## src/inc/rtck_map.svh

```systemverilog
// Purpose: register map, field positions, reset values and timing counts
// Assumes: 25 MHz core clock, 32.768 kHz source sampled on the core clock
// Notes: the defines below are shared by the core and the oscillator monitor
`ifndef RTCK_MAP_SVH
`define RTCK_MAP_SVH

`define RTCK_ADDR_HSEC 8'h00
`define RTCK_ADDR_SEC 8'h01
`define RTCK_ADDR_MIN 8'h02
`define RTCK_ADDR_HOUR 8'h03
`define RTCK_ADDR_WEEKDAY_VALUE 8'h04
`define RTCK_ADDR_DATE 8'h05
`define RTCK_ADDR_MTH 8'h06
`define RTCK_ADDR_YEAR 8'h07
`define RTCK_ADDR_CTRL 8'h08
`define RTCK_ADDR_TOP 8'h1F
`define RTCK_TK_REGS 8

`define RTCK_SEC_GO_BIT 7
`define RTCK_HOUR_TRIM_BIT 7
`define RTCK_HOUR_MODE_BIT 6
`define RTCK_HOUR_PM_BIT 5
`define RTCK_WK_PWR_BIT 4
`define RTCK_WK_VBAT_BIT 3
`define RTCK_CTRL_EXT_BIT 3

`define RTCK_RST_HSEC 8'h00
`define RTCK_RST_SEC 7'h00
`define RTCK_RST_MIN 7'h00
`define RTCK_RST_HOUR 7'h00
`define RTCK_RST_WEEKDAY_VALUE 3'h1
`define RTCK_RST_DATE 6'h01
`define RTCK_RST_MTH 5'h01
`define RTCK_RST_YEAR 8'h01
`define RTCK_RST_CTRL 7'h00

`define RTCK_HSEC_LAST 8'h99
`define RTCK_MIN_SEC_LAST 7'h59
`define RTCK_H24_LAST 6'h23
`define RTCK_H12_ELEVEN 5'h11
`define RTCK_H12_NOON 5'h12
`define RTCK_H12_FIRST 5'h01
`define RTCK_WEEKDAY_VALUE_LAST 3'h7
`define RTCK_MTH_LAST 5'h12
`define RTCK_YEAR_LAST 8'h99
`define RTCK_DATE_31 6'h31
`define RTCK_DATE_30 6'h30
`define RTCK_DATE_29 6'h29
`define RTCK_DATE_28 6'h28

`define RTCK_CLK_MHZ 25
`define RTCK_TOSF_US 200
`define RTCK_OSF_CYCLES (`RTCK_TOSF_US * `RTCK_CLK_MHZ)
`define RTCK_START_EDGES 32
`define RTCK_EDGES_PER_TICK 8
`define RTCK_TICKS_LONG 41
`define RTCK_TICKS_SHORT 40
`define RTCK_LONG_STEPS 24

`endif

```

## src/inc/rtck_pkg.sv

```systemverilog
// Purpose: shared types of the timekeeping core
// Assumes: nothing
// Notes: constants live in rtck_map.svh
package rtck_pkg;
    typedef enum logic [2:0] {
        RTCK_OSC_STOP = 3'b001,
        RTCK_OSC_START = 3'b010,
        RTCK_OSC_RUN = 3'b100
    } rtck_osc_state_t;
    typedef logic [7:0] rtck_byte_t;
endpackage

```

## src/inc/rtck_osc_if.sv

```systemverilog
// Purpose: link between the core and the oscillator monitor
// Assumes: single clock domain
// Notes: hund_step is a one-cycle pulse
`timescale 1ns/10ps
interface rtck_osc_if;
    logic osc_enable;
    logic alive;
    logic hund_step;
    modport core (output osc_enable, input alive, input hund_step);
    modport mon (input osc_enable, output alive, output hund_step);
endinterface

```

## src/core/rtck_core.sv

```systemverilog
// Purpose: timekeeping registers, BCD calendar and read snapshot
// Assumes: register port strobes are synchronous one-cycle pulses
// Notes: writes go to the live counters, timekeeping reads come from the snapshot, control is read live
`timescale 1ns/10ps
`include "rtck_map.svh"
module rtck_core #(
    parameter int unsigned OSF_CYCLES = `RTCK_OSF_CYCLES
) (
    // clock and reset
    input wire logic clk,
    input wire logic resetn,
    // oscillator pin level
    input wire logic x1_in,
    // primary power lost event
    input wire logic power_lost,
    // register write port
    input wire logic wr_en,
    input wire logic [7:0] wr_addr,
    input wire logic [7:0] wr_data,
    // register read port
    input wire logic rd_start,
    input wire logic rd_next,
    input wire logic [7:0] rd_addr,
    output logic [7:0] rd_data,
    // status
    output logic oscillator_alive_flag
);
    rtck_osc_if osc_link();

    rtck_osc_mon #(
        .OSF_CYCLES(OSF_CYCLES)
    ) u_mon (
        .clk(clk),
        .resetn(resetn),
        .x1_in(x1_in),
        .osc(osc_link.mon)
    );

    function automatic logic [7:0] bcd_inc(input logic [7:0] v);
        logic [7:0] r;
        r = (v[3:0] == 4'h9) ? {v[7:4] + 4'h1, 4'h0} : {v[7:4], v[3:0] + 4'h1};
        return r;
    endfunction

    function automatic logic [5:0] max_date(input logic [4:0] m, input logic leap);
        logic [5:0] r;
        case (m)
            5'h02: r = leap ? `RTCK_DATE_29 : `RTCK_DATE_28;
            5'h04, 5'h06, 5'h09, 5'h11: r = `RTCK_DATE_30;
            default: r = `RTCK_DATE_31;
        endcase
        return r;
    endfunction

    // live counters, packed BCD
    logic [7:0] hsec_q;
    logic [6:0] sec_q;
    logic go_q;
    logic [6:0] min_q;
    logic [6:0] hour_q;
    logic trim_q;
    logic [2:0] weekday_value_q;
    logic pwr_q;
    logic vbat_q;
    logic [5:0] date_q;
    logic [4:0] mth_q;
    logic [7:0] year_q;
    logic [6:0] ctrl_q;
    // read side
    logic [7:0] rd_addr_q;
    logic [7:0] rd_data_q;
    rtck_pkg::rtck_byte_t snap_q [0:`RTCK_TK_REGS-1];
    rtck_pkg::rtck_byte_t live [0:`RTCK_TK_REGS-1];

    // write decode
    wire wr_hsec = wr_en & (wr_addr == `RTCK_ADDR_HSEC);
    wire wr_sec = wr_en & (wr_addr == `RTCK_ADDR_SEC);
    wire wr_min = wr_en & (wr_addr == `RTCK_ADDR_MIN);
    wire wr_hour = wr_en & (wr_addr == `RTCK_ADDR_HOUR);
    wire wr_weekday_value = wr_en & (wr_addr == `RTCK_ADDR_WEEKDAY_VALUE);
    wire wr_date = wr_en & (wr_addr == `RTCK_ADDR_DATE);
    wire wr_mth = wr_en & (wr_addr == `RTCK_ADDR_MTH);
    wire wr_year = wr_en & (wr_addr == `RTCK_ADDR_YEAR);
    wire wr_ctrl = wr_en & (wr_addr == `RTCK_ADDR_CTRL);

    // crystal runs on the start bit, an external clock on its select bit
    wire external_clock_select = ctrl_q[`RTCK_CTRL_EXT_BIT];
    assign osc_link.osc_enable = go_q | external_clock_select;

    // the chain never looks at the supply source, so backup keeps counting
    wire step = osc_link.hund_step;

    // hundredths and seconds, minutes
    wire hsec_wrap = (hsec_q == `RTCK_HSEC_LAST);
    wire sec_wrap = (sec_q == `RTCK_MIN_SEC_LAST);
    wire min_wrap = (min_q == `RTCK_MIN_SEC_LAST);
    wire carry_sec = step & hsec_wrap;
    wire carry_min = carry_sec & sec_wrap;
    wire carry_hour = carry_min & min_wrap;
    wire [7:0] hsec_inc = bcd_inc(hsec_q);
    wire [7:0] sec_inc = bcd_inc({1'b0, sec_q});
    wire [7:0] min_inc = bcd_inc({1'b0, min_q});

    // hours in both formats
    wire mode12 = hour_q[`RTCK_HOUR_MODE_BIT];
    wire afternoon_flag = hour_q[`RTCK_HOUR_PM_BIT];
    wire [4:0] h12 = hour_q[4:0];
    wire [5:0] h24 = hour_q[5:0];
    wire h12_eleven = (h12 == `RTCK_H12_ELEVEN);
    wire h12_noon = (h12 == `RTCK_H12_NOON);
    wire h24_last = (h24 == `RTCK_H24_LAST);
    wire [7:0] h12_inc = bcd_inc({3'b000, h12});
    wire [7:0] h24_inc = bcd_inc({2'b00, h24});
    wire day_wrap = mode12 ? (h12_eleven & afternoon_flag) : h24_last;
    logic [6:0] hour_next;
    always_comb begin
        if (mode12) begin
            if (h12_eleven) begin
                hour_next = {1'b1, ~afternoon_flag, `RTCK_H12_NOON};
            end else if (h12_noon) begin
                hour_next = {1'b1, afternoon_flag, `RTCK_H12_FIRST};
            end else begin
                hour_next = {1'b1, afternoon_flag, h12_inc[4:0]};
            end
        end else begin
            hour_next = h24_last ? 7'h00 : {1'b0, h24_inc[5:0]};
        end
    end

    // leap year from the two BCD digits: multiples of four
    wire year_leap = year_q[4] ? (year_q[3:0] == 4'h2 || year_q[3:0] == 4'h6)
                               : (year_q[3:0] == 4'h0 || year_q[3:0] == 4'h4 ||
                                  year_q[3:0] == 4'h8);

    // date, weekday, month, year
    wire carry_day = carry_hour & day_wrap;
    wire date_wrap = (date_q == max_date(mth_q, year_leap));
    wire carry_mth = carry_day & date_wrap;
    wire mth_wrap = (mth_q == `RTCK_MTH_LAST);
    wire carry_year = carry_mth & mth_wrap;
    wire year_wrap = (year_q == `RTCK_YEAR_LAST);
    wire weekday_value_wrap = (weekday_value_q == `RTCK_WEEKDAY_VALUE_LAST);
    wire [7:0] date_inc = bcd_inc({2'b00, date_q});
    wire [7:0] mth_inc = bcd_inc({3'b000, mth_q});
    wire [7:0] year_inc = bcd_inc(year_q);

    // next values, a host write wins over the count for its own register
    wire [7:0] hsec_d = wr_hsec ? wr_data :
                        step ? (hsec_wrap ? 8'h00 : hsec_inc) : hsec_q;
    wire [6:0] sec_d = wr_sec ? wr_data[6:0] :
                       carry_sec ? (sec_wrap ? 7'h00 : sec_inc[6:0]) : sec_q;
    wire go_d = wr_sec ? wr_data[`RTCK_SEC_GO_BIT] : go_q;
    wire [6:0] min_d = wr_min ? wr_data[6:0] :
                       carry_min ? (min_wrap ? 7'h00 : min_inc[6:0]) : min_q;
    wire [6:0] hour_d = wr_hour ? wr_data[6:0] : carry_hour ? hour_next : hour_q;
    wire trim_d = wr_hour ? wr_data[`RTCK_HOUR_TRIM_BIT] : trim_q;
    wire [2:0] weekday_value_d = wr_weekday_value ? wr_data[2:0] :
                         carry_day ? (weekday_value_wrap ? 3'h1 : weekday_value_q + 3'h1) : weekday_value_q;
    // software may only clear the loss flag; a new event wins over the clear
    wire pwr_clr = wr_weekday_value & ~wr_data[`RTCK_WK_PWR_BIT];
    wire pwr_d = power_lost | (pwr_q & ~pwr_clr);
    wire vbat_d = wr_weekday_value ? wr_data[`RTCK_WK_VBAT_BIT] : vbat_q;
    wire [5:0] date_d = wr_date ? wr_data[5:0] :
                        carry_day ? (date_wrap ? 6'h01 : date_inc[5:0]) : date_q;
    wire [4:0] mth_d = wr_mth ? wr_data[4:0] :
                       carry_mth ? (mth_wrap ? 5'h01 : mth_inc[4:0]) : mth_q;
    wire [7:0] year_d = wr_year ? wr_data :
                        carry_year ? (year_wrap ? 8'h00 : year_inc) : year_q;
    wire [6:0] ctrl_d = wr_ctrl ? wr_data[6:0] : ctrl_q;

    always_ff @(posedge clk or negedge resetn) begin
        if (!resetn) begin
            hsec_q <= `RTCK_RST_HSEC;
            sec_q <= `RTCK_RST_SEC;
            go_q <= 1'b0;
            min_q <= `RTCK_RST_MIN;
            hour_q <= `RTCK_RST_HOUR;
            trim_q <= 1'b0;
        end else begin
            hsec_q <= hsec_d;
            sec_q <= sec_d;
            go_q <= go_d;
            min_q <= min_d;
            hour_q <= hour_d;
            trim_q <= trim_d;
        end
    end

    always_ff @(posedge clk or negedge resetn) begin
        if (!resetn) begin
            weekday_value_q <= `RTCK_RST_WEEKDAY_VALUE;
            pwr_q <= 1'b0;
            vbat_q <= 1'b0;
            date_q <= `RTCK_RST_DATE;
            mth_q <= `RTCK_RST_MTH;
            year_q <= `RTCK_RST_YEAR;
            ctrl_q <= `RTCK_RST_CTRL;
        end else begin
            weekday_value_q <= weekday_value_d;
            pwr_q <= pwr_d;
            vbat_q <= vbat_d;
            date_q <= date_d;
            mth_q <= mth_d;
            year_q <= year_d;
            ctrl_q <= ctrl_d;
        end
    end

    // register images as software sees them, unused bits read zero
    assign live[0] = hsec_q;
    assign live[1] = {go_q, sec_q};
    assign live[2] = {1'b0, min_q};
    assign live[3] = {trim_q, hour_q};
    assign live[4] = {2'b00, osc_link.alive, pwr_q, vbat_q, weekday_value_q};
    assign live[5] = {2'b00, date_q};
    assign live[6] = {2'b00, year_leap, mth_q};
    assign live[7] = year_q;

    // read address walk and snapshot refresh
    wire rd_at_top = (rd_addr_q == `RTCK_ADDR_TOP);
    wire [7:0] rd_addr_inc = rd_at_top ? 8'h00 : rd_addr_q + 8'h01;
    wire rd_start_tk = rd_start & (rd_addr <= `RTCK_ADDR_TOP);
    wire refresh = rd_start_tk | (rd_next & rd_at_top);
    wire [7:0] rd_addr_d = rd_start ? rd_addr : (rd_next ? rd_addr_inc : rd_addr_q);
    wire rd_in_tk = (rd_addr_d < 8'(`RTCK_TK_REGS));
    wire [2:0] rd_idx = rd_addr_d[2:0];
    // on a refresh the answer is taken from the same values the snapshot grabs
    wire [7:0] rd_tk_byte = refresh ? live[rd_idx] : snap_q[rd_idx];
    wire [7:0] rd_byte = rd_in_tk ? rd_tk_byte :
                         (rd_addr_d == `RTCK_ADDR_CTRL) ? {1'b0, ctrl_q} : 8'h00;
    wire rd_take = rd_start | rd_next;
    wire [7:0] rd_data_d = rd_take ? rd_byte : rd_data_q;

    for (genvar i = 0; i < `RTCK_TK_REGS; i++) begin : g_snap
        always_ff @(posedge clk or negedge resetn) begin
            if (!resetn) begin
                snap_q[i] <= 8'h00;
            end else if (refresh) begin
                snap_q[i] <= live[i];
            end
        end
    end

    always_ff @(posedge clk or negedge resetn) begin
        if (!resetn) begin
            rd_addr_q <= 8'h00;
            rd_data_q <= 8'h00;
        end else begin
            rd_addr_q <= rd_addr_d;
            rd_data_q <= rd_data_d;
        end
    end

    assign rd_data = rd_data_q;
    assign oscillator_alive_flag = osc_link.alive;
endmodule

```

## src/core/rtck_osc_mon.sv

```systemverilog
// Purpose: oscillator-running detection and hundredths tick generation
// Assumes: x1_in is synchronous to clk and far slower than clk
// Notes: fail timeout is a parameter so simulation can shorten it
`timescale 1ns/10ps
`include "rtck_map.svh"
module rtck_osc_mon #(
    parameter int unsigned OSF_CYCLES = `RTCK_OSF_CYCLES
) (
    // clock and reset
    input wire logic clk,
    input wire logic resetn,
    // sampled oscillator level
    input wire logic x1_in,
    // towards the core
    rtck_osc_if.mon osc
);
    localparam int CW = $clog2(OSF_CYCLES + 1);
    logic x1_q;
    logic [CW-1:0] quiet_q;
    logic [4:0] start_q;
    logic [2:0] div_q;
    logic [5:0] pre_q;
    logic [4:0] step_q;
    logic alive_q;
    logic hstep_q;
    rtck_pkg::rtck_osc_state_t state_q;
    rtck_pkg::rtck_osc_state_t state_d;

    // a disabled source shows no edges, so the timeout also covers a stop
    wire edge_seen = osc.osc_enable & x1_in & ~x1_q;
    wire timed_out = (quiet_q == CW'(OSF_CYCLES));
    wire last_start = (start_q == 5'(`RTCK_START_EDGES - 1));
    wire tick4k = edge_seen & (div_q == 3'(`RTCK_EDGES_PER_TICK - 1));
    wire short_step = (step_q == 5'(`RTCK_LONG_STEPS));
    wire [5:0] pre_last = short_step ? 6'(`RTCK_TICKS_SHORT - 1) : 6'(`RTCK_TICKS_LONG - 1);
    wire step_done = tick4k & (pre_q == pre_last);

    always_comb begin
        state_d = state_q;
        case (state_q)
            rtck_pkg::RTCK_OSC_STOP: begin
                if (edge_seen) state_d = rtck_pkg::RTCK_OSC_START;
            end
            rtck_pkg::RTCK_OSC_START: begin
                if (timed_out) state_d = rtck_pkg::RTCK_OSC_STOP;
                else if (edge_seen && last_start) state_d = rtck_pkg::RTCK_OSC_RUN;
            end
            rtck_pkg::RTCK_OSC_RUN: begin
                if (timed_out) state_d = rtck_pkg::RTCK_OSC_STOP;
            end
            default: state_d = rtck_pkg::RTCK_OSC_STOP;
        endcase
    end

    always_ff @(posedge clk or negedge resetn) begin
        if (!resetn) begin
            x1_q <= 1'b0;
            state_q <= rtck_pkg::RTCK_OSC_STOP;
            alive_q <= 1'b0;
        end else begin
            x1_q <= x1_in;
            state_q <= state_d;
            alive_q <= (state_d == rtck_pkg::RTCK_OSC_RUN);
        end
    end

    always_ff @(posedge clk or negedge resetn) begin
        if (!resetn) begin
            quiet_q <= '0;
            start_q <= 5'h00;
        end else begin
            quiet_q <= edge_seen ? '0 : (timed_out ? quiet_q : quiet_q + CW'(1));
            if ((timed_out && !edge_seen) || state_q == rtck_pkg::RTCK_OSC_RUN) start_q <= 5'h00;
            else if (edge_seen) start_q <= start_q + 5'h01;
        end
    end

    // 41/40 pacing keeps each group of 25 steps at exactly 250 ms
    always_ff @(posedge clk or negedge resetn) begin
        if (!resetn) begin
            div_q <= 3'h0;
            pre_q <= 6'h00;
            step_q <= 5'h00;
            hstep_q <= 1'b0;
        end else begin
            if (edge_seen) div_q <= div_q + 3'h1;
            if (step_done) pre_q <= 6'h00;
            else if (tick4k) pre_q <= pre_q + 6'h01;
            if (step_done) step_q <= short_step ? 5'h00 : step_q + 5'h01;
            hstep_q <= step_done;
        end
    end

    assign osc.alive = alive_q;
    assign osc.hund_step = hstep_q;
endmodule

```

## config.mk

```make
export PLATFORM = sky130hd
export DESIGN_NAME = rtck_core
export DESIGN_NICKNAME = d
export VERILOG_FILES = /design/src/inc/rtck_pkg.sv /design/src/inc/rtck_osc_if.sv /design/src/core/rtck_core.sv /design/src/core/rtck_osc_mon.sv
export VERILOG_INCLUDE_DIRS = /design/src /design/src/inc
export SDC_FILE = /design/constraint.sdc
export NUM_CORES = 1
export LEC_CHECK = 0
export CAP_MARGIN = 20
export CORE_AREA = 2 2 157 159
export CTS_CLUSTER_SIZE = 25
export DETAILED_ROUTE_END_ITERATION = 8
export DIE_AREA = 0 0 159 161
export DONT_BUFFER_PORTS = 1
export PLACE_DENSITY = 0.59
export SYNTH_ARGS = -nofsm -noshare
export SYNTH_HDL_FRONTEND = slang
export SYNTH_SLANG_ARGS = --single-unit
```

## constraint.sdc

```tcl
create_clock -name clk -period 2.7 [get_ports clk]
set_input_delay 0.27 -clock clk [delete_from_list [all_inputs] [get_ports clk]]
set_output_delay 0.27 -clock clk [all_outputs]
set_load 0.01 [all_outputs]
```

==> results of run 1 <==
[cell type report]
cell class / count / area [um^2] / area share (%)
Multi-Input combinational cell: 841 / 5470 / 47.1
Sequential cell: 173 / 4340 / 37.3
Timing Repair Buffer: 84 / 658 / 5.66
Clock buffer: 18 / 429 / 3.69
Tap cell: 324 / 405 / 3.49
Clock inverter: 14 / 205 / 1.77
Inverter: 31 / 116 / 1.00
Antenna cell: 1 / 2.50 / 0.0215
[stage by stage]
stage          instance area (um^2)  hold slack [ns]  util (%)  total power [mW]  TNS (ns)
2_1_floorplan                 10100          -0.0256         -              3.86         0
3_3_place_gp                  10800          -0.0171      45.3              4.20         0
3_5_place_dp                  10800          -0.0159      45.3              4.22         0
4_1_cts                       11600           -0.478      48.4              6.95         0
5_1_grt                       11600           -0.489      48.5              7.23   -0.0339
6_report                      11600           -0.465      48.5              6.94         0
[routing by layer]
layer / global-route usage [%] / up-vias
li1: - / 4117
met1: 32.6 / 4230
met2: 38.4 / 293
met3: 4.90 / 68
met4: 10.2 / 0
met5: 0 / -
[kinds of logic (layout without fill, tap and decap cells)]
family	count (synthesis)	count (layout)	synth area share (%)
multiplexers	61	61	6.68
flip-flops	173	173	42.8
other	0	1	0
adder cells (fa/ha/maj)	27	27	3.33
buffers and inverters	90	147	3.57
XOR/XNOR	27	27	2.33
AO/OA/AOI/OAI	310	310	19.8
AND/OR/NAND/NOR	416	416	21.5
[repair_timing]
item	in CTS	in global routing
setup endpoints to repair	0	13
resized for setup	0	7
endpoints found under the hold margin	224	173
[cells in the final DEF (no fill, tap or decap), types with 10 or more instances in the layout]
| master | instances |
|---|---|
| dfrtp_1 | 168 |
| nand2_1 | 140 |
| a21oi_1 | 106 |
| nor2_1 | 83 |
| buf_4 | 73 |
| o21ai_0 | 67 |
| mux2_2 | 53 |
| nand3_1 | 39 |
| inv_1 | 28 |
| ha_1 | 26 |
| nor3_1 | 23 |
| a211oi_1 | 23 |
| nand4_1 | 17 |
| clkbuf_16 | 17 |
| xor2_1 | 16 |
| nor2b_1 | 13 |
| o211ai_1 | 13 |
| xnor2_1 | 11 |
| dlygate4sd3_1 | 11 |
| and2_1 | 10 |
| o21a_1 | 10 |
| a22oi_1 | 10 |
[sequential cells by signal (all words and copies together), names as in the netlist, 3 cells and up]
signal           flops
snap_q              57
ctrl_q               7
rd_data              8
u_mon.quiet_q       13
weekday_value_q      3
sec_q                7
u_mon.div_q          3
u_mon.state_q        3
u_mon.start_q        5
rd_addr_q            8
u_mon.step_q         5
mth_q                5
date_q               6
min_q                7
year_q               8
hour_q               7
hsec_q               8
u_mon.pre_q          6
[path summary, 6_finish.rpt]
path                         startpoint            to  slack, ns  depth (start not counted)
max                        rd_addr_q[0]    rd_data[3]       0.14                          8
min                              resetn  rd_addr_q[6]      -0.46                          0
max reg2reg                rd_addr_q[0]    rd_data[3]       0.14                          8
min reg2reg                  snap_q[34]    snap_q[34]       0.49                          2
max in group asynchronous        resetn     date_q[0]       2.83                          0
min in group clk             wr_data[1]      min_q[1]       0.02                          2
[worst max-delay path, cell delays in order, from the launching register on]
cell	delay [ns]
dfrtp_1	0.35
ha_2	0.26
or4b_1	0.47
o211a_1	0.22
o22a_2	0.23
nor4_4	0.43
and2_2	0.30
nand4_1	0.09
o211ai_1	0.11
[power by group]
group / internal [mW] / switching, mW
Combinational: 0.479 / 0.604
Clock: 1.57 / 1.12
Sequential: 2.86 / 0.297
==> out/qor.txt, run 1 <==
Gpl congestion - 0.933
Post-synthesis sequential area ratio - 42.8%
IO Pins - 40
Antenna Violating Nets Remaining - 0
DRT Pass-1 Iters - 5
Register bit count reported by yosys - 173
Status - complete, but fails checks
FILL cells - 2306
Port Buffer Count - 0
Static Leak - 4.76 nW
Via count - 8708
Dominant synthesized flop cell - dfrtp_1
Num rows - 57
Share of cells above drive strength 1 - 17.3%
Area delta synth->final - 14.7%
Clk slew on worst S/H paths - 0.07 ns
Hold-fix buffers at CTS - 11
Placed Cells - 1442
Max-slew headroom - 51.6%
Overflow after GRT - 0
Initial DRC count - 790
Post-synth top cells - dfrtp_1 (168), nand2_1 (140), a21oi_1 (106)
Pre-CTS setup slack - 0.0337 ns
Vias in the first global route - 8516
DR WL/cell - 20.6 um
Largest net degree at the start of global routing - 174
Die area - 25600 um^2
Leading area contributor after synthesis - dfrtp_1
RSZ-0062 raised after global routing - yes
Post-Layout Cell Count - 1486
Metal-1 WL - 13.6 mm
Area share of the largest cell type after synthesis - 41.5%
Period utilization - 94.8%
H-tree levels - 4
Die Wd - 159 um
First-pass GRT wire length - 48.2 mm
Post-synth EDFFs - 0
Max Slew Vio Count - 0
Sink Count - 173
DIE HEIGHT - 161 um
Crit Path Class - register to register
PwrDens - 597 nW/um^2
GRT Overall Usage - 24.2%
Core ar. - 24000 um^2
Worst-Margin Slew - 0.723 ns
Max-Cap Viols - 0
Syn Nets - 1162
CTS buffer count - 17
Initial Util - 42.3%
Mapped Area - 10100 um^2
Failing checks - hold timing
Ys Warns - 0
WHS - -0.465 ns
Maximum clock path buffer count - 2
Setup bufs post-CTS - 0
Min Tclk post-route - 2.56 ns
Worst Setup End Kind - register
Final setup viols - 0
Drt total wl - 30.6 mm
Highest Signal Layer - met4
Post-synth cell types - 81
HP Class - input port to asynchronous set/reset pin
Worst Path Required - 3.04 ns
Met3 WL - 1.82 mm
Routed wl met2 - 14.0 mm
Top-count cell post-synth - dfrtp_1
CTS root buffer - clkbuf_16
CP Max Fanout - 8
# DRC - 0
Initial antenna violation count - 0
CTS tree - built
Async SR Flop Fraction - 100%
Final worst slack - 0.141 ns
Dpl hpwl - 21.8 mm
Post-Syn Area per Cell - 9.18 um^2
Worst Clk Skew - 0.0102 ns
Top post-synthesis cells by area - dfrtp_1 (41%), mux2_2 (5.9%), a21oi_1 (5.2%), nand2_1 (5.2%), ha_1 (3.3%)
Mapped Cells - 1104
Post-DR vias/cell - 5.86
Element type at the critical path start - register
Nets@finish - 1206
Final Hold Violating Endpoints - 173
Arrival time at the worst endpoint - 2.90 ns
Worst vdd ir - 0.424 mV
Clk_lat worst skew - 0.43 ns
Peak Freq - 0.391 GHz
Power figures use the tool's default switching activity.
==> inputs of run 2 (changes only) <==
--- a/config.mk
+++ b/config.mk
@@ -6,6 +6,7 @@
 export SDC_FILE = /design/constraint.sdc
 export NUM_CORES = 1
 export LEC_CHECK = 0
+export ABC_AREA = 1
 export CAP_MARGIN = 20
 export CORE_AREA = 2 2 157 159
 export CTS_CLUSTER_SIZE = 25
==> run 2 against run 1 <==
The flow still finishes with violations (hold timing). Global-route usage fell by 1.9 points. Utilization fell by 2.0 points. Synthesized cell count rose by 23%. Worst setup slack improved by 0.098 ns. Combinational power rose by 4%. Clock skew rose by 0.0080 ns. First-iteration DRC count fell by 3.9%. Critical endpoint is now rd_data[2]. Critical path depth rose by 4. Sequential share of layout area rose by 1.6 points. Final cell count rose by 14%.
==> out/qor.txt, run 2 <==
Vias in the first global route - 8518 (+0.023%)
Hold-fix buffers at CTS - 8 (-3)
Final setup viols - 0 (unchanged)
CP dominant cell by count - nand2_2
DRT Pass-1 Iters - 6 (+1)
CTS root buffer - clkbuf_16
Ant. Diodes - 0 (-1)
Mapped Cells - 1357 (+23%)
Worst path depth - 12 (+4)
Top reg by flops - snap_q
Syn Nets - 1415 (+22%)
Post-Syn Area per Cell - 7.50 um^2 (-18%)
Setup bufs post-CTS - 0 (unchanged)
Min Tclk post-route - 2.46 ns (-0.0980 ns)
Initial DRC count - 759 (-3.9%)
Area share of the largest cell type after synthesis - 41.3% (-0.16 points)
IO Pins - 40 (unchanged)
Max-slew headroom - 48.9% (-2.6 points)
Leading area contributor after synthesis - dfrtp_1
Largest register FFs - 57 (unchanged)
Nets@finish - 1413 (+17%)
CTS tree - built
Share of power burned in registers - 45.9% (+0.4 points)
FF-to-FF Start - rd_addr_q[0]
Worst-Margin Slew - 0.759 ns (+0.0359 ns)
Share of cells above drive strength 1 - 8.19% (-9.1 points)
Max-Cap Viols - 0 (unchanged)
Post-DR vias/cell - 5.28 (-9.8%)
Die area - 25600 um^2 (unchanged)
Area delta synth->final - 9.49%
R2r worst-path depth - 12 (+4)
R2r setup slk - 0.24 ns (+0.10 ns)
Core ar. - 24000 um^2 (unchanged)
H-tree levels - 4 (unchanged)
Static Leak - 5.46 nW (+15%)
Element type at the critical path start - register
Initial antenna violation count - 0 (unchanged)
Largest regs - snap_q (57), u_mon.quiet_q (13)
Clk_lat worst skew - 0.44 ns (about the same)
Sink Count - 173 (unchanged)
Max Slew Vio Count - 0 (unchanged)
DIE HEIGHT - 161 um (unchanged)
Antenna Violating Nets Remaining - 0 (unchanged)
DR WL/cell - 16.4 um (-20%)
Port Buffer Count - 0 (unchanged)
Period utilization - 91.2% (-3.6 points)
Peak Freq - 0.406 GHz (+4.0%)
Register bit count reported by yosys - 173 (unchanged)
Commonest non-fill, non-tap cell in the layout - nand2_1
Post-synthesis sequential area ratio - 42.6% (-0.17 points)
Worst Setup End Kind - register
Overflow after GRT - 0 (unchanged)
First-pass GRT wire length - 45.5 mm (-5.7%)
Num rows - 57 (unchanged)
WP buf/inv - 1 (+1)
Comb power frac - 16.8% (+1.2 points)
Via count - 8942 (+2.7%)
Clk pwr share - 37.3% (-1.5 points)
Int Power - 4.64 mW (-5.7%)
Final Hold Violating Endpoints - 173 (unchanged)
Failing checks - hold timing
Worst Path Required - 3.05 ns (about the same)
CP delay by family, top - simple AND/OR/NAND/NOR gates
RSZ-0062 raised after global routing - no
Die Wd - 159 um (unchanged)
Post-synth top cells - nand2_1 (360), nand3_1 (172), dfrtp_1 (168)
HP Class - input port to asynchronous set/reset pin
Crit Path Class - register to register
NetSw - 2.07 mW (+2.1%)
WHS - -0.466 ns (-0.000744 ns)
Maximum clock path buffer count - 2 (unchanged)
Dominant synthesized flop cell - dfrtp_1
RR Endpoint - rd_data[2]
Setup TNS - 0 ns (unchanged)
Worst path cell trace - ha_1 -> nand2_2 -> nand2_1 -> nand3_1 -> nand2_2 -> nor2_4 -> nand2_2 -> nor2_4 -> nand4_1 -> nand2_1 -> inv_1 -> a21oi_2
Status - complete, but fails checks
Crit path largest cell delay - 0.45 ns (-0.02 ns)
Worst Clk Skew - 0.0182 ns (+0.00802 ns)
CP Max Fanout - 17 (+9)
Worst vdd ir - 0.436 mV (+2.6%)
Initial Util - 42.5% (+0.17 points)
PwrDens - 601 nW/um^2 (+0.79%)
Drt total wl - 27.8 mm (-9.2%)
Dpl hpwl - 19.7 mm (-9.5%)
Slowest CP cell - nor2_4
# DRC - 0 (unchanged)
Async SR Flop Fraction - 100% (unchanged)
Top post-synthesis cells by area - dfrtp_1 (41%), nand2_1 (13%), nand3_1 (8.5%), inv_1 (5.9%), o21ai_0 (5.2%)
Largest net degree at the start of global routing - 174 (unchanged)
Post-synth EDFFs - 0 (unchanged)
GRT Overall Usage - 22.3% (-1.9 points)
Ys Warns - 0 (unchanged)
Gpl congestion - 0.870 (-6.7%)
Commonest cells after routing, fill and taps aside - nand2_1 (359), nand3_1 (172), dfrtp_1 (168)
Arrival time at the worst endpoint - 2.81 ns (-0.09 ns)
Sw frac - 30.8% (+1.7 points)
Mapped Area - 10200 um^2 (+0.39%)
Post-synth cell types - 51 (-37%)
Top-count cell post-synth - nand2_1
Clk slew on worst S/H paths - 0.07 ns (about the same)
CTS buffer count - 17 (unchanged)
-- run 2: cell types whose count changed after synthesis, moves of 39 or more --
cell,before,now
a21oi_1,106,35
inv_1,28,159
mux2_2,53,0
nand2_1,140,360
nand3_1,39,172
o21ai_0,67,106
-- run 2: cell families after synthesis --
| family | synth area share (%) |
|---|---|
| AND/OR/NAND/NOR | 31.2 |
| flip-flops | 42.6 |
| adder cells (fa/ha/maj) | 3.32 |
| AO/OA/AOI/OAI | 11.8 |
| buffers and inverters | 8.94 |
| multiplexers | 0.0984 |
| XOR/XNOR | 2.07 |
-- run 2: worst reg2reg max path: stages, from the launching register on --
cell	delay (ns)
dfrtp_1	0.43
ha_1	0.27
nand2_2	0.12
nand2_1	0.06
nand3_1	0.07
nand2_2	0.27
nor2_4	0.45
nand2_2	0.12
nor2_4	0.19
nand4_1	0.12
nand2_1	0.09
inv_1	0.06
a21oi_2	0.14
-- run 2: routing by layer --
metal	GRT usage [%]	wire (um)
met1	30.4	13000
met2	36.8	12900
met3	3.52	1120
met4	6.98	741
met5	0	0
-- run 2: area by class of cell --
| class | count | area [um^2] |
|---|---|---|
| Multi-Input combinational cell | 966 | 4930 |
| Fill cell | 2455 | 12800 |
| Clock buffer | 21 | 470 |
| Tap cell | 324 | 405 |
| Inverter | 171 | 642 |
| Timing Repair Buffer | 26 | 231 |
| Sequential cell | 173 | 4340 |
| Clock inverter | 11 | 124 |
-- run 2: worst max path at each step --
stage / startpoint / to / slack (ns)
2_1_floorplan: hsec_q[1] / mth_q[4] / 0.81
3_3_place_gp: rd_addr_q[0] / rd_data[0] / 0.31
3_5_place_dp: rd_addr_q[0] / rd_data[2] / 0.27
4_1_cts: rd_addr_q[0] / rd_data[2] / 0.24
5_1_grt: rd_addr_q[0] / rd_data[2] / 0.04
6_report: rd_addr_q[0] / rd_data[2] / 0.24
-- run 2: what timing repair did --
action,CTS,global route
hold endpoints to repair,180,173
endpoints found under the setup margin,0,1
gates resized for setup,0,1
-- run 2: through the flow --
| step | setup WS [ns] | power (mW) | utilization [%] | area (um^2) | instances |
|---|---|---|---|---|---|
| finish | 0.239 | 6.70 | 46.5 | 11100 | 1692 |
| global route | 0.0370 | 7.08 | 46.5 | 11100 | 1692 |
| floorplan | 0.809 | 3.94 | - | 10200 | 1357 |
| CTS | 0.236 | 6.75 | 46.5 | 11100 | 1692 |
| detailed placement | 0.266 | 4.23 | 43.7 | 10500 | 1652 |
| global placement | 0.306 | 4.22 | 43.7 | 10500 | 1652 |
-- run 2: power groups by stage --
stage | Clock (mW) | Combinational, mW | Sequential (mW)
after floorplan | 0 | 0.883 | 3.06
after global placement | 0 | 1.09 | 3.12
after detailed placement | 0 | 1.11 | 3.12
after CTS | 2.55 | 1.12 | 3.07
after global routing | 2.66 | 1.30 | 3.12
final | 2.50 | 1.12 | 3.08
==> inputs of run 3 (changes only) <==
--- a/config.mk
+++ b/config.mk
@@ -8,12 +8,12 @@
 export LEC_CHECK = 0
 export ABC_AREA = 1
 export CAP_MARGIN = 20
-export CORE_AREA = 2 2 157 159
+export CORE_AREA = 2 2 191 193
 export CTS_CLUSTER_SIZE = 25
 export DETAILED_ROUTE_END_ITERATION = 8
-export DIE_AREA = 0 0 159 161
+export DIE_AREA = 0 0 193 195
 export DONT_BUFFER_PORTS = 1
-export PLACE_DENSITY = 0.59
+export PLACE_DENSITY = 0.44
 export SYNTH_ARGS = -nofsm -noshare
 export SYNTH_HDL_FRONTEND = slang
 export SYNTH_SLANG_ARGS = --single-unit
==> constraint.sdc (replaced) <==
create_clock -name clk -period 2.4 [get_ports clk]
set_input_delay 0.24 -clock clk [delete_from_list [all_inputs] [get_ports clk]]
set_output_delay 0.24 -clock clk [all_outputs]
set_load 0.01 [all_outputs]
==> run 3 against run 2 <==
The run still ends with hold timing left. Sequential cell count unchanged. Routed wire length is 13% higher. First-iteration DRC count decreased by 18%. Sequential power is 12% higher. Die area rose by 47%. Count of clock-buffer cells in the layout is 4 lower. Worst setup slack worse by 0.069 ns. Largest power group unchanged. Combinational power up 20%. Utilization decreased by 14 points. Critical endpoint is now mth_q[4].
==> out/qor.txt, run 3 (synthesis results as in run 2) <==
Ant. Diodes - 0 (unchanged)
Area delta synth->final - 13.7%
Num rows - 69 (+21%)
Placed Cells - 1808 (+9.4%)
Initial DRC count - 621 (-18%)
Worst Path Required - 2.74 ns (-0.31 ns)
# DRC - 0 (unchanged)
Dpl hpwl - 22.4 mm (+14%)
Max-Cap Viols - 0 (unchanged)
Commonest non-fill, non-tap cell in the layout - nand2_1
DRT Pass-1 Iters - 5 (-1)
Die Wd - 193 um (+21%)
Die area - 37600 um^2 (+47%)
Static Leak - 5.59 nW (+2.5%)
Share of power burned in registers - 45.2% (-0.7 points)
Largest net degree at the start of global routing - 174 (unchanged)
CTS tree - built
R2r worst-path depth - 12 (unchanged)
Comb power frac - 17.5% (+0.7 points)
Top reg by flops - snap_q
RSZ-0062 raised after global routing - no
Antenna Violating Nets Remaining - 0 (unchanged)
PwrDens - 661 nW/um^2 (+9.9%)
Port Buffer Count - 0 (unchanged)
Arrival time at the worst endpoint - 2.57 ns (-0.24 ns)
Gpl congestion - 0.844 (-3.0%)
CP Max Fanout - 6 (-11)
Initial Util - 28.8% (-14 points)
CTS buffer count - 17 (unchanged)
First-pass GRT wire length - 49.8 mm (+9.5%)
Pre-CTS setup slack - 0.0784 ns (-0.187 ns)
Worst-Margin Slew - 0.607 ns (-0.152 ns)
Max Slew Vio Count - 0 (unchanged)
Clk_lat worst skew - 0.45 ns (about the same)
Worst Setup End Kind - register
Final setup viols - 0 (unchanged)
Max-slew headroom - 59.2% (+10 points)
Failing checks - hold timing
Hold-fix buffers at CTS - 13 (+5)
HP Class - input port to asynchronous set/reset pin
CTS root buffer - clkbuf_16
DR WL/cell - 16.9 um (+3.2%)
R2r setup slk - 0.17 ns (-0.07 ns)
FF-to-FF Start - mth_q[0]
Worst Clk Skew - 0.0148 ns (-0.00339 ns)
Setup TNS - 0 ns (unchanged)
Final Hold Violating Endpoints - 173 (unchanged)
Clk slew on worst S/H paths - 0.08 ns (about the same)
Status - complete, but fails checks
IO Pins - 40 (unchanged)
Final worst slack - 0.170 ns (-0.0687 ns)
WHS - -0.519 ns (-0.0534 ns)
Sink Count - 173 (unchanged)
Sw frac - 31.3% (+0.43 points)
Post-DR vias/cell - 4.80 (-9.1%)
Commonest cells after routing, fill and taps aside - nand2_1 (356), nand3_1 (172), dfrtp_1 (168)
Core Util, Final - 32.7% (-14 points)
Via count - 8907 (-0.39%)
Min Tclk post-route - 2.23 ns (-0.231 ns)
Largest register FFs - 57 (unchanged)
Nets@finish - 1439 (+1.8%)
DP Area - 10800 um^2 (+3.3%)
Share of cells above drive strength 1 - 10.2% (+2.0 points)
Element type at the critical path start - register
DIE HEIGHT - 195 um (+21%)
Clk pwr share - 37.3% (about the same)
Post-Layout Cell Count - 1855 (+9.6%)
Final Cell Area - 11600 um^2 (+3.9%)
Initial antenna violation count - 0 (unchanged)
NetSw - 2.39 mW (+16%)
Overflow after GRT - 0 (unchanged)
Vias in the first global route - 8635 (+1.4%)
Crit Path Class - register to register
Peak Freq - 0.448 GHz (+10%)
Drt total wl - 31.4 mm (+13%)
H-tree levels - 4 (unchanged)
Power consumption - 7.65 mW (+14%)
Largest regs - snap_q (57), u_mon.quiet_q (13)
GRT Overall Usage - 17.3% (-5.0 points)
Core ar. - 35400 um^2 (+48%)
Maximum clock path buffer count - 2 (unchanged)
Int Power - 5.26 mW (+13%)
Worst vdd ir - 0.354 mV (-19%)
RR Endpoint - mth_q[4]
Period utilization - 92.9% (+1.8 points)
-- run 3: changes by cell type in the layout (fill, tap and decap cells not counted), sizes merged, moves of 3 or more --
cell	before	now
buf	18	39
clkbuf	21	17
clkinvlp	1	4
dlygate4sd3	8	13
-- run 3: worst max-delay path by stage --
stage / startpoint / cells after the start / endpoint / slack [ns]
3_3_place_gp: mth_q[0] / 12 / mth_q[3] / 0.13
5_1_grt: hsec_q[1] / 15 / mth_q[4] / 0.004
2_1_floorplan: hsec_q[1] / 15 / mth_q[4] / 0.51
3_5_place_dp: hsec_q[1] / 15 / year_q[6] / 0.08
4_1_cts: hsec_q[1] / 15 / year_q[7] / 0.07
6_report: mth_q[0] / 12 / mth_q[4] / 0.17
-- run 3: cell type report --
class                   count  area [um^2]
well taps                 461          577
flip-flops and latches    173         4340
repair buffers             52          460
clock buffers              17          425
fillers                  3829        23800
inverters                 171          642
clock inverters            15          163
multi-input cells         966         4970
-- run 3: worst max-delay path, stage by stage, from the launching register on --
cell     delay (ns)
dfstp_2        0.59
inv_2          0.09
nor2_2         0.13
nand3_1        0.10
nor2_1         0.17
nor2_1         0.08
nand2_1        0.10
xor2_2         0.23
nand2_2        0.18
o21ai_2        0.24
nand2_1        0.08
nand2_1        0.06
nand2_1        0.05
-- run 3: repair_timing --
action                                 4_1_cts  5_1_grt
setup buffers                                0        2
endpoints found under the hold margin      189      173
gates resized for setup                      0        9
setup endpoints to repair                    0       24
-- run 3: power groups by stage --
stage	registers, mW	clock network [mW]	logic [mW]
after floorplan	3.44	0	0.993
after global placement	3.51	0	1.31
after detailed placement	3.51	0	1.31
after CTS	3.46	2.93	1.34
after global routing	3.50	3.04	1.53
final	3.46	2.85	1.34
-- run 3: layer usage --
metal / wire, um / up-vias / track usage, %
met1: 15100 / 4208 / 24.0
met4: 874 / 0 / 6.40
met3: 1030 / 44 / 2.75
met2: 14400 / 160 / 27.3
met5: 0 / - / 0
li1: - / 4495 / -
